File: config.mk
export PLATFORM = sky130hd
export DESIGN_NAME = bpf_front_end
export DESIGN_NICKNAME = d
export VERILOG_FILES = /design/src/verilog/bpf_pkg.sv /design/src/verilog/bpf_front_end.sv
export SDC_FILE = /design/constraint.sdc
export NUM_CORES = 2
export LEC_CHECK = 0
export BUFFER_PORTS_ARGS = -buffer_cell sky130_fd_sc_hd__buf_2
export CORE_UTILIZATION = 60
export CTS_BUF_LIST = sky130_fd_sc_hd__clkbuf_4
export CTS_CLUSTER_DIAMETER = 60
export DETAILED_ROUTE_END_ITERATION = 8
export GPL_ROUTABILITY_DRIVEN = 0
export PLACE_DENSITY_LB_ADDON = 0.25
export SKIP_CTS_REPAIR_TIMING = 1
export SYNTH_ARGS = -nofsm -noshare
export SYNTH_HDL_FRONTEND = slang
export SYNTH_SLANG_ARGS = --single-unit
File: constraint.sdc
create_clock -name i_core_clk -period 12.01 [get_ports i_core_clk]
set_input_delay 1.201 -clock i_core_clk [delete_from_list [all_inputs] [get_ports i_core_clk]]
set_output_delay 1.201 -clock i_core_clk [all_outputs]
set_load 0.01 [all_outputs]
File: src/verilog/bpf_pkg.sv
// Constants and carrier types for the branch prediction front end.
// Assumes one core clock; byte-granular linear addresses.
package bpf_pkg;
	// ----------------------------------------
	// Widths and sizes
	// ----------------------------------------
	localparam int ADDR_W = 32;
	localparam int TBL_ENTRIES = 16;
	localparam int RAS_DEPTH = 16;
	localparam int PIPE_DEPTH = 20;
	localparam int TRACE_CAP = 12288;
	localparam int UOPS_PER_CYC = 3;
	localparam int OCC_W = 14;
	// ----------------------------------------
	// Counter encodings
	// ----------------------------------------
	localparam logic [1:0] CTR_ALLOC_TAKEN = 2'h2;
	localparam logic [1:0] CTR_ALLOC_NOT = 2'h1;
	localparam logic [1:0] CTR_MAX = 2'h3;
	localparam logic [1:0] CTR_MIN = 2'h0;
	// ----------------------------------------
	// Transfer kinds
	// ----------------------------------------
	typedef enum logic [3:0] {
		BPF_K_NONE,
		BPF_K_COND,
		BPF_K_CALL,
		BPF_K_RET,
		BPF_K_INDIR,
		BPF_K_JMP,
		BPF_K_FAR_CALL,
		BPF_K_FAR_RET,
		BPF_K_SOFT_INT
	} bpf_kind_t;
	// ----------------------------------------
	// Carriers
	// ----------------------------------------
	typedef struct packed {
		bpf_kind_t kind;
		logic [ADDR_W-1:0] addr;
		logic [ADDR_W-1:0] disp;
		logic [ADDR_W-1:0] next_addr;
		logic dyn_ok;
	} bpf_dec_t;
	typedef struct packed {
		bpf_kind_t kind;
		logic [ADDR_W-1:0] addr;
		logic taken;
		logic [ADDR_W-1:0] target;
		logic mispred;
	} bpf_ret_t;
	typedef struct packed {
		logic vld;
		logic taken;
		logic [ADDR_W-1:0] target;
	} bpf_pred_t;
endpackage

File: src/verilog/bpf_front_end.sv
// Branch prediction front end: table, static fallback, return stack, flush, trace delivery.
// Assumes fetch, decode and retirement logic on the same core clock.
`timescale 1ns/1ps
module bpf_front_end import bpf_pkg::*; #(
	parameter int ENTRIES = TBL_ENTRIES,
	parameter int STACK_DEPTH = RAS_DEPTH,
	parameter int FLUSH_CYCLES = PIPE_DEPTH,
	parameter int TC_CAP = TRACE_CAP
) (
	// Clock and reset
	input wire logic i_core_clk,
	input wire logic i_nrst,
	// Fetch lookup
	input wire logic i_fetch_vld,
	input wire logic [ADDR_W-1:0] i_fetch_addr,
	output bpf_pred_t o_dyn_pred,
	// Decode
	input wire logic i_dec_vld,
	input wire bpf_dec_t i_dec,
	output bpf_pred_t o_dec_pred,
	output logic o_dec_far,
	output logic o_trace_join,
	// Retirement
	input wire logic i_ret_vld,
	input wire bpf_ret_t i_ret,
	output logic o_flush,
	output logic [ADDR_W-1:0] o_refetch_addr,
	output logic o_fe_stall,
	// Trace store
	input wire logic i_tc_hit,
	input wire logic [1:0] i_tc_uops,
	input wire logic i_tc_fill_vld,
	input wire logic [3:0] i_tc_fill_uops,
	input wire logic i_tc_evict_vld,
	input wire logic [3:0] i_tc_evict_uops,
	output logic [1:0] o_uop_cnt,
	output logic o_ucode_sel,
	output logic o_tc_full
);
	localparam int IDX_W = $clog2(ENTRIES);
	localparam int SP_W = $clog2(STACK_DEPTH);
	localparam int FC_W = $clog2(FLUSH_CYCLES + 1);
	localparam logic [OCC_W-1:0] CAP = OCC_W'(TC_CAP);
	localparam logic [1:0] UOP_MAX = 2'(UOPS_PER_CYC);
	// ----------------------------------------
	// Branch history and target table
	// ----------------------------------------
	logic [ENTRIES-1:0] vld_q;
	logic [ADDR_W-1:0] tag_q [ENTRIES], tgt_q [ENTRIES];
	logic [1:0] ctr_q [ENTRIES];
	logic [IDX_W-1:0] ret_idx;
	logic upd_en;
	assign ret_idx = i_ret.addr[IDX_W-1:0];
	// Far transfers and returns never train the table
	assign upd_en = i_ret_vld && (i_ret.kind == BPF_K_COND || i_ret.kind == BPF_K_CALL
		|| i_ret.kind == BPF_K_JMP || i_ret.kind == BPF_K_INDIR);
	generate
		for (genvar g = 0; g < ENTRIES; g++) begin : g_ent
			logic hit_d, vld_d;
			logic [ADDR_W-1:0] tag_d, tgt_d;
			logic [1:0] ctr_d;
			always_comb begin
				hit_d = vld_q[g] && tag_q[g] == i_ret.addr;
				vld_d = vld_q[g];
				tag_d = tag_q[g];
				tgt_d = tgt_q[g];
				ctr_d = ctr_q[g];
				if (upd_en && ret_idx == IDX_W'(g)) begin
					vld_d = 1'b1;
					tag_d = i_ret.addr;
					tgt_d = (i_ret.taken || !hit_d) ? i_ret.target : tgt_q[g];
					if (!hit_d) begin
						ctr_d = i_ret.taken ? CTR_ALLOC_TAKEN : CTR_ALLOC_NOT;
					end else if (i_ret.taken && ctr_q[g] != CTR_MAX) begin
						ctr_d = ctr_q[g] + 2'h1;
					end else if (!i_ret.taken && ctr_q[g] != CTR_MIN) begin
						ctr_d = ctr_q[g] - 2'h1;
					end
				end
			end
			always_ff @(posedge i_core_clk) begin
				if (!i_nrst) begin
					vld_q[g] <= 1'b0;
					tag_q[g] <= '0;
					tgt_q[g] <= '0;
					ctr_q[g] <= CTR_MIN;
				end else begin
					vld_q[g] <= vld_d;
					tag_q[g] <= tag_d;
					tgt_q[g] <= tgt_d;
					ctr_q[g] <= ctr_d;
				end
			end
		end
	endgenerate
	// ----------------------------------------
	// Fetch-time lookup
	// ----------------------------------------
	bpf_pred_t dyn_d, dyn_q;
	logic [IDX_W-1:0] f_idx;
	assign f_idx = i_fetch_addr[IDX_W-1:0];
	always_comb begin
		dyn_d.vld = i_fetch_vld && vld_q[f_idx] && tag_q[f_idx] == i_fetch_addr;
		dyn_d.taken = dyn_d.vld && ctr_q[f_idx][1];
		dyn_d.target = tgt_q[f_idx];
	end
	always_ff @(posedge i_core_clk) begin
		if (!i_nrst) begin
			dyn_q <= '0;
		end else begin
			dyn_q <= dyn_d;
		end
	end
	assign o_dyn_pred = dyn_q;
	// ----------------------------------------
	// Decode-time prediction and return stack
	// ----------------------------------------
	logic [ADDR_W-1:0] ras_q [STACK_DEPTH], ras_d [STACK_DEPTH];
	logic [SP_W-1:0] sp_d, sp_q, top;
	logic [SP_W:0] depth_d, depth_q;
	bpf_pred_t dec_d, dec_q;
	logic far_d, far_q, join_d, join_q;
	logic [ADDR_W-1:0] disp_tgt;
	assign disp_tgt = i_dec.addr + i_dec.disp;
	assign top = sp_q - SP_W'(1);
	always_comb begin
		ras_d = ras_q;
		sp_d = sp_q;
		depth_d = depth_q;
		dec_d = '0;
		far_d = 1'b0;
		if (i_dec_vld) begin
			case (i_dec.kind)
				BPF_K_COND: begin
					dec_d.vld = !i_dec.dyn_ok;
					dec_d.taken = i_dec.disp[ADDR_W-1];
					dec_d.target = i_dec.disp[ADDR_W-1] ? disp_tgt : i_dec.next_addr;
				end
				BPF_K_JMP, BPF_K_CALL: begin
					dec_d.vld = !i_dec.dyn_ok;
					dec_d.taken = 1'b1;
					dec_d.target = disp_tgt;
					if (i_dec.kind == BPF_K_CALL) begin
						ras_d[sp_q] = i_dec.next_addr;
						sp_d = sp_q + SP_W'(1);
						if (depth_q != (SP_W+1)'(STACK_DEPTH)) begin
							depth_d = depth_q + (SP_W+1)'(1);
						end
					end
				end
				BPF_K_RET: begin
					dec_d.vld = 1'b1;
					dec_d.taken = 1'b1;
					dec_d.target = ras_q[top];
					if (depth_q != '0) begin
						sp_d = top;
						depth_d = depth_q - (SP_W+1)'(1);
					end
				end
				BPF_K_INDIR: dec_d.vld = 1'b0;
				BPF_K_FAR_CALL, BPF_K_FAR_RET, BPF_K_SOFT_INT: far_d = 1'b1;
				default: dec_d = '0;
			endcase
		end
		join_d = dec_d.vld && dec_d.taken;
	end
	always_ff @(posedge i_core_clk) begin
		if (!i_nrst) begin
			ras_q <= '{default: '0};
			sp_q <= '0;
			depth_q <= '0;
			dec_q <= '0;
			far_q <= 1'b0;
			join_q <= 1'b0;
		end else begin
			ras_q <= ras_d;
			sp_q <= sp_d;
			depth_q <= depth_d;
			dec_q <= dec_d;
			far_q <= far_d;
			join_q <= join_d;
		end
	end
	assign o_dec_pred = dec_q;
	assign o_dec_far = far_q;
	assign o_trace_join = join_q;
	// ----------------------------------------
	// Mispredict flush
	// ----------------------------------------
	logic [FC_W-1:0] fc_d, fc_q;
	logic flush_d, flush_q, stall_d, stall_q;
	logic [ADDR_W-1:0] rf_d, rf_q;
	always_comb begin
		flush_d = i_ret_vld && i_ret.mispred;
		rf_d = rf_q;
		fc_d = (fc_q != '0) ? fc_q - FC_W'(1) : fc_q;
		if (flush_d) begin
			rf_d = i_ret.taken ? i_ret.target : i_ret.addr;
			fc_d = FC_W'(FLUSH_CYCLES);
		end
		stall_d = fc_d != '0;
	end
	always_ff @(posedge i_core_clk) begin
		if (!i_nrst) begin
			fc_q <= '0;
			flush_q <= 1'b0;
			stall_q <= 1'b0;
			rf_q <= '0;
		end else begin
			fc_q <= fc_d;
			flush_q <= flush_d;
			stall_q <= stall_d;
			rf_q <= rf_d;
		end
	end
	assign o_flush = flush_q;
	assign o_refetch_addr = rf_q;
	assign o_fe_stall = stall_q;
	// ----------------------------------------
	// Trace store delivery and occupancy
	// ----------------------------------------
	logic [OCC_W-1:0] occ_d, occ_q;
	logic [1:0] cnt_d, cnt_q;
	logic uc_d, uc_q, full_d, full_q;
	always_comb begin
		occ_d = occ_q;
		if (i_tc_evict_vld) begin
			occ_d = (occ_d > OCC_W'(i_tc_evict_uops)) ? occ_d - OCC_W'(i_tc_evict_uops) : '0;
		end
		if (i_tc_fill_vld && occ_d + OCC_W'(i_tc_fill_uops) <= CAP) begin
			occ_d = occ_d + OCC_W'(i_tc_fill_uops);
		end
		full_d = occ_d + OCC_W'(4'hF) > CAP;
		uc_d = !i_tc_hit;
		cnt_d = (i_tc_hit && fc_q == '0) ? ((i_tc_uops > UOP_MAX) ? UOP_MAX : i_tc_uops) : 2'h0;
	end
	always_ff @(posedge i_core_clk) begin
		if (!i_nrst) begin
			occ_q <= '0;
			cnt_q <= 2'h0;
			uc_q <= 1'b0;
			full_q <= 1'b0;
		end else begin
			occ_q <= occ_d;
			cnt_q <= cnt_d;
			uc_q <= uc_d;
			full_q <= full_d;
		end
	end
	assign o_uop_cnt = cnt_q;
	assign o_ucode_sel = uc_q;
	assign o_tc_full = full_q;
	// ----------------------------------------
	// Checks
	// ----------------------------------------
	chk_far_no_pred: assert property (@(posedge i_core_clk) disable iff (!i_nrst)
		o_dec_far |-> !o_dec_pred.vld) else $error("far transfer was predicted");
	chk_ret_taken: assert property (@(posedge i_core_clk) disable iff (!i_nrst)
		i_dec_vld && i_dec.kind == BPF_K_RET |=> o_dec_pred.vld && o_dec_pred.taken)
		else $error("return not predicted taken");
	chk_back_taken: assert property (@(posedge i_core_clk) disable iff (!i_nrst)
		i_dec_vld && i_dec.kind == BPF_K_COND && !i_dec.dyn_ok && i_dec.disp[ADDR_W-1]
		|=> o_dec_pred.vld && o_dec_pred.taken) else $error("backward branch not taken");
	chk_fwd_not: assert property (@(posedge i_core_clk) disable iff (!i_nrst)
		i_dec_vld && i_dec.kind == BPF_K_COND && !i_dec.disp[ADDR_W-1]
		|=> !o_dec_pred.taken) else $error("forward branch predicted taken");
	chk_flush_stall: assert property (@(posedge i_core_clk) disable iff (!i_nrst)
		$rose(o_flush) |-> o_fe_stall && fc_q == FC_W'(FLUSH_CYCLES))
		else $error("flush without full stall");
	chk_uop_limit: assert property (@(posedge i_core_clk) disable iff (!i_nrst)
		o_uop_cnt <= UOP_MAX && occ_q <= CAP) else $error("trace store limit broken");
	chk_tbl_retire: assert property (@(posedge i_core_clk) disable iff (!i_nrst)
		!upd_en |=> $stable(vld_q)) else $error("table changed without retirement");
	chk_zero_bubble: assert property (@(posedge i_core_clk) disable iff (!i_nrst)
		i_ret_vld && !i_ret.mispred && !o_fe_stall |=> !o_flush && !o_fe_stall)
		else $error("correct prediction caused a stall");
	chk_ucode_sel: assert property (@(posedge i_core_clk) disable iff (!i_nrst)
		!i_tc_hit |=> o_ucode_sel && o_uop_cnt == 2'h0) else $error("microcode not selected");
	chk_call_push: assert property (@(posedge i_core_clk) disable iff (!i_nrst)
		i_dec_vld && i_dec.kind == BPF_K_CALL |=> ras_q[$past(sp_q)] == $past(i_dec.next_addr))
		else $error("call did not push return address");
endmodule

# == Yosys cells after proc, flatten, opt, wreduce, memory -nomap -nowiden ==
# Memory sizes are Yosys's and may differ from the RTL's. A register that Yosys moved wholly into a read port is not among the register bits.
# Cells that the tools add are included.
# word_totals
mem_count,3
reg_bits,632
mem_bits_rw,1056
output_inout_bits,108
word_cells,594
in_bits,221
# op_classes
bitwise,50
magnitude_cmp,8
mux,190
n_eq_ne,95
reduce_logical,158
add_sub_neg,41
# mem_list
name,depth,word_bits,read_ports,rd_clocked_by_memory_dff,wr,line,text
tag_q,16,32,17,0,16,bpf_front_end.sv:49,"logic [ADDR_W-1:0] tag_q [ENTRIES], tgt_q [ENTRIES];"
tgt_q,16,32,1,1,16,bpf_front_end.sv:49,
ctr_q,16,2,17,0,16,bpf_front_end.sv:50,logic [1:0] ctr_q [ENTRIES];
# ops
operator,count
$mux W32,85
$eq A32 B32 Y1,17
$bwmux W512,1
$mux W2,82
$bmux W32 S4,1
$demux W32 S4,1
$pmux W33 S3,1
$logic_and A1 B1 Y1,73
$ne A2 B2 Y1 const B,35
$reduce_and A3 Y1,17
$or A1 B1 Y1,48
$mux W14,3
$eq A4 B3 Y1 const B,9
$eq A4 B4 Y1 const B,9
$mux W34,1
$reduce_bool A2 Y1,17
$add A2 B1 Y2 const B,16
$add A32 B32 Y32,1
$sub A2 B1 Y2 const B,16
$mux W5,5
$eq A4 B2 Y1 const B,5
$logic_not A1 Y1,20
$logic_or A1 B1 Y1,19
$ne A1 B1 Y1 const B,16
other kinds (31),44

# == Depth between registers and ports, before layout ==
# logic_depth
depth_word,9
ltp_mapped,24
ltp_nobuf,22

# == Least setup slack after synthesis ==
# No wires, ideal clock.
# synth_path
path_kind,input port to flip-flop
from,input i_tc_evict_uops[0]
to,"register full_q, in the netlist o_tc_full"
t_required_ns,11.924
path_stages,20
slack_ns,5.958
setup_time_ns,0.086
t_arrival_ns,5.966
path_buffers,0
path_cell_list,ha_1 > inv_1 > fa_1 > nand3_1 > a21oi_1 > or3_1 > o2bb2ai_1 > ha_1 > fa_1 > a21o_1 > a21oi_1 > a211oi_1 > and2_0 > a211o_1 > a2111oi_4 > a21oi_2 > or3_1 > a22o_1 > and3_4 > a221oi_2
# synth_between
elab_chain_len,9
elab_cells_between_ends,10
cone_classes,add/sub (3); order compare (3); mux (3); reduce/logical (1)
# synth_rtl
element,line,text
from (decl),bpf_front_end.sv:35,"input wire logic [3:0] i_tc_evict_uops,"
$sub A14 B4 Y14 / $gt A14 B4 Y1 (equally long branches),bpf_front_end.sv:228,occ_d = (occ_d > OCC_W'(i_tc_evict_uops)) ? occ_d - OCC_W'(i_tc_evict_uops) : '0;
$mux W14 (*),bpf_front_end.sv:228,
$mux W14 (*),bpf_front_end.sv:227,if (i_tc_evict_vld) begin
$add A14 B4 Y14,"bpf_front_end.sv:230, bpf_front_end.sv:231",
$le A14 B14 Y1,bpf_front_end.sv:230,if (i_tc_fill_vld && occ_d + OCC_W'(i_tc_fill_uops) <= CAP) begin
$logic_and A1 B1 Y1,bpf_front_end.sv:230,
$mux W14 (*),bpf_front_end.sv:230,
$add A14 B4 Y14 (*),bpf_front_end.sv:233,full_d = occ_d + OCC_W'(4'hF) > CAP;
$gt A14 B14 Y1 (*),bpf_front_end.sv:233,
to (signal assigned),bpf_front_end.sv:247,full_q <= full_d;
to (decl),bpf_front_end.sv:224,"logic uc_d, uc_q, full_d, full_q;"
# Every way passes the cells marked *; elsewhere a longest branch is shown, timed or not.
# A chain may end at the register's enable or synchronous reset.

# == Final worst setup path ==
# layout_path
from,register occ_q[0]
to,"register full_q, in the netlist o_tc_full"
# layout_between
elab_chain_len,9
elab_cells_between_ends,10
cone_classes,add/sub (3); order compare (3); mux (3); reduce/logical (1)
# layout_rtl
element,line,text
from (decl),bpf_front_end.sv:222,"logic [OCC_W-1:0] occ_d, occ_q;"
from (signal assigned),bpf_front_end.sv:239,occ_q <= '0;
from (signal assigned),bpf_front_end.sv:244,occ_q <= occ_d;
$sub A14 B4 Y14 / $gt A14 B4 Y1 (equally long branches),bpf_front_end.sv:228,
$mux W14,bpf_front_end.sv:228,
$mux W14 (*),bpf_front_end.sv:227,
$add A14 B4 Y14,"bpf_front_end.sv:230, bpf_front_end.sv:231",
$le A14 B14 Y1,bpf_front_end.sv:230,
$logic_and A1 B1 Y1,bpf_front_end.sv:230,
$mux W14 (*),bpf_front_end.sv:230,
$add A14 B4 Y14 (*),bpf_front_end.sv:233,
$gt A14 B14 Y1 (*),bpf_front_end.sv:233,
# Marked as above.

==> impl_metrics.yaml <==
place:
  io_buffer_count: 328
  hpwl_um: 171000
  preCtsSetupSlack_ns: 5.02
  placed_area_um2: 84500
clock_network:
  clk_path_buf_depth: 4
  path_clk_slew_ns: 0.07
  cts_sinks: 1720
  clk_latency_ns: 1.43
  numCtsBuffers: 441
  cts-htree-levels: 5
  cts_tree: "built"
  cts-root-buf: "clkbuf_4"
grt:
  antenna_found_initial: 38
  grt_max_degree: 223
  grt_first_pass_wirelength_um: 406000
  grt_use_total: 0.393
  overflow: 0
  grt_pass1_vias: 65860
route:
  drt_wl_total_um: 277000
  vias_per_cell: 6.43
  dr.pass1.iters: 8
  drc: 0
  wl_per_cell_um: 25.9
  drtIter0Drc: 9576
  antenna_left: 0
  vias: 68729
setup_path:
  crit_chain: "inv_1 > ha_1 > inv_1 > fa_1 > nand3_1 > a21oi_1 > or3_1 > o2bb2ai_1 > ha_1 > fa_1 > a21o_1 > a21oi_1 > a211oi_1 > and2_0 > a211o_1 > a2111oi_4 > a21oi_2 > nor2_2 > mux2i_1 > nand4b_1 > a221oi_2"
  worst-path-max-fanout: 17
  cp-end-kind: "flip-flop"
  cp_data_arrival_time_ns: 7.52
  cp_slowest_cell: "nor2_2"
  max_stage_delay_ns: 0.59
  worst_setup_path_start_kind: "flip-flop"
  path_buf_inv: 2
  cp_data_required_time_ns: 13.26
  path_delay_family: "compound AO/OA/AOI/OAI gates"
  criticalPathCategory: "reg2reg"
status:
  status: "finished, final reports clean"
floorplan:
  core_area_um2: 135000
  dieArea_um2: 138000
  start_util: 0.605
  dieWidth_um: 372
  row_count: 135
  io_pins: 329
  die_h_um: 372
synthesis:
  synth_warnings: 0
  syn-num-nets: 8707
  synth.top_cell.area_share: 0.295
  syn_avg_cell_area_um2: 9.71
  netlist_area_um2: 81900
  synthArstFlopShare: 0
  yosysTopAreaCell: "dfxtp_1"
  synth_ff_type: "dfxtp_1"
  ys_top_cells_by_area: "dfxtp_1 30%, edfxtp_1 19%, mux4_2 12%"
  yosysSeqAreaShare: 0.483
  synth_top_family_by_area: "simple AND/OR/NAND/NOR gates"
  synth.mux.area_fraction: 0.129
  synth_compound_area_frac: 0.0963
  synth_cell_type_count: 76
  synth-simple-area-share: 0.182
  synthAdderAreaFrac: 0.00831
  synth-edff-count: 512
  synth_seq_cells: 1720
  synth_xor_area_frac: 0.0634
  syn_inst: 8434
timing:
  tightest_slew_ns: 1.39
  min_period_ns: 6.27
  rsz0062_at_grt: "false"
  setup-violations-final: 0
  tns_ns: 0
  period_share: 0.522
  finClkSkew_ns: 0.133
  hold_viol: 0
  relSlewSlack: 0.0702
  fin_ws_ns: 5.74
  drv_slew: 0
  fmax_mhz: 160
cells_and_area:
  design_area_um2: 90100
  syn2layout_area_growth_pct: 9.95
  final_nets: 8858
  drive_gt1_frac: 0.192
  finish.utilization: 0.665
pwr:
  peakVddDrop_mv: 0.0889
  power_leakage_uw: 0.0308
  power_density_nw_per_um2: 142
job:
  cap_violations: 0
worst_hold_path:
  hold_class: "in2reg"
## layer usage
| metal | vias up | global-route usage | routed length (µm) |
|---|---|---|---|
| li1 | 29609 | - | - |
| met1 | 33064 | 0.496 | 99100 |
| met2 | 4895 | 0.589 | 123000 |
| met3 | 1133 | 0.119 | 35600 |
| met4 | 28 | 0.249 | 19100 |
| met5 | - | 0 | 185 |
## worst reg2reg max path, stage by stage, from the launching register on
cell and delay [ns]:
dfxtp_1 0.30, inv_1 0.08, ha_1 0.16, inv_1 0.05, fa_1 0.42, nand3_1 0.22
a21oi_1 0.22, or3_1 0.43, o2bb2ai_1 0.22, ha_1 0.26, fa_1 0.45, a21o_1 0.21
a21oi_1 0.48, a211oi_1 0.22, and2_0 0.34, a211o_1 0.35, a2111oi_4 0.36, a21oi_2 0.19
nor2_2 0.59, mux2i_1 0.16, nand4b_1 0.22, a221oi_2 0.28
## registers in the layout, summed over array words and instances, names as in the netlist
| name | cells |
|---|---|
| o_refetch_addr | 32 |
| depth_q | 5 |
| o_fe_stall | 1 |
| o_dec_far | 1 |
| occ_q | 14 |
| ras_q | 512 |
| tgt_q | 512 |
| o_uop_cnt | 2 |
| sp_q | 4 |
| o_trace_join | 1 |
| ctr_q | 32 |
| fc_q | 5 |
| o_tc_full | 1 |
| vld_q | 16 |
| o_dyn_pred | 34 |
| o_dec_pred | 34 |
| o_flush | 1 |
| o_ucode_sel | 1 |
| tag_q | 512 |
## synth_stat cells, types with 5 or more instances
cell type	number
xor2_1	146
edfxtp_1	512
a211oi_1	91
o21ai_0	79
nor2b_1	50
ha_1	48
dfxtp_1	1208
nand4_1	110
o31ai_1	12
nand3_1	51
nand2b_1	28
clkbuf_1	693
and3_1	33
or4_1	8
buf_2	5
o21a_1	9
a311oi_1	7
a21oi_1	1081
mux4_2	439
nand2_1	2013
mux2i_1	69
nor2_1	285
a222oi_1	24
o21bai_1	8
o211ai_1	7
a21o_1	18
a31oi_1	23
nor4_1	59
a221oi_1	10
or3_1	9
xnor2_1	447
nor3b_1	12
nor3_1	59
and2_1	558
buf_1	67
inv_1	63
o22ai_1	10
a22oi_1	17
## worst paths after layout
check	startpoint	end	slack, ns	cells past startpoint
worst max-delay path	occ_q[0]	o_tc_full	5.74	21
worst min-delay path	i_dec_vld	o_dec_far	0.15	3
worst max register to register	occ_q[0]	o_tc_full	5.74	21
worst min register to register	ras_q[221]	ras_q[221]	0.45	2
## where the power goes
part / internal (µW) / switching, µW / leakage (µW)
Sequential: 6120 / 93.0 / 0.0146
Clock: 2610 / 2420 / 0.00329
Combinational: 548 / 995 / 0.0129
Total: 9280 / 3500 / 0.0308
## logic make-up (layout without fill, tap and decap cells)
logic type	count (synthesis)	count (layout)
other	0	26
multiplexers	509	509
adder cells (fa/ha/maj)	52	52
flip-flops	1720	1720
AO/OA/AOI/OAI	1425	1425
buffers and inverters	831	1287
XOR/XNOR	593	593
AND/OR/NAND/NOR	3304	3304
## through the flow
stage	cells	total power, µW	hold WS, ns
after floorplan	8434	7350	0.433
after global placement	9922	7790	0.438
after detailed placement	9922	7820	0.444
after CTS	10670	12700	-0.0327
after global routing	10683	13200	0.0754
final	10697	12800	0.146
## placed cells by master, fill, tap and decap left out, types with 79 or more instances in the layout
master and instances:
a21oi_1 1081, and2_1 557, buf_2 322, buf_4 146, clkbuf_4 680, dfxtp_1 1207
edfxtp_1 512, mux4_2 439, nand2_1 2013, nand4_1 110, nor2_1 260, o21ai_0 79
xnor2_1 446, xor2_1 145
## area by class of cell
cell class	count	area, µm²
Multi-Input combinational cell	5883	39700
Tap cell	1781	2230
Inverter	65	251
Timing Repair Buffer	474	2800
Clock inverter	68	344
Fill cell	10464	45400
Sequential cell	1720	39600
Antenna cell	26	65.1
Clock buffer	680	5100
(Power assumes the default switching activity.)
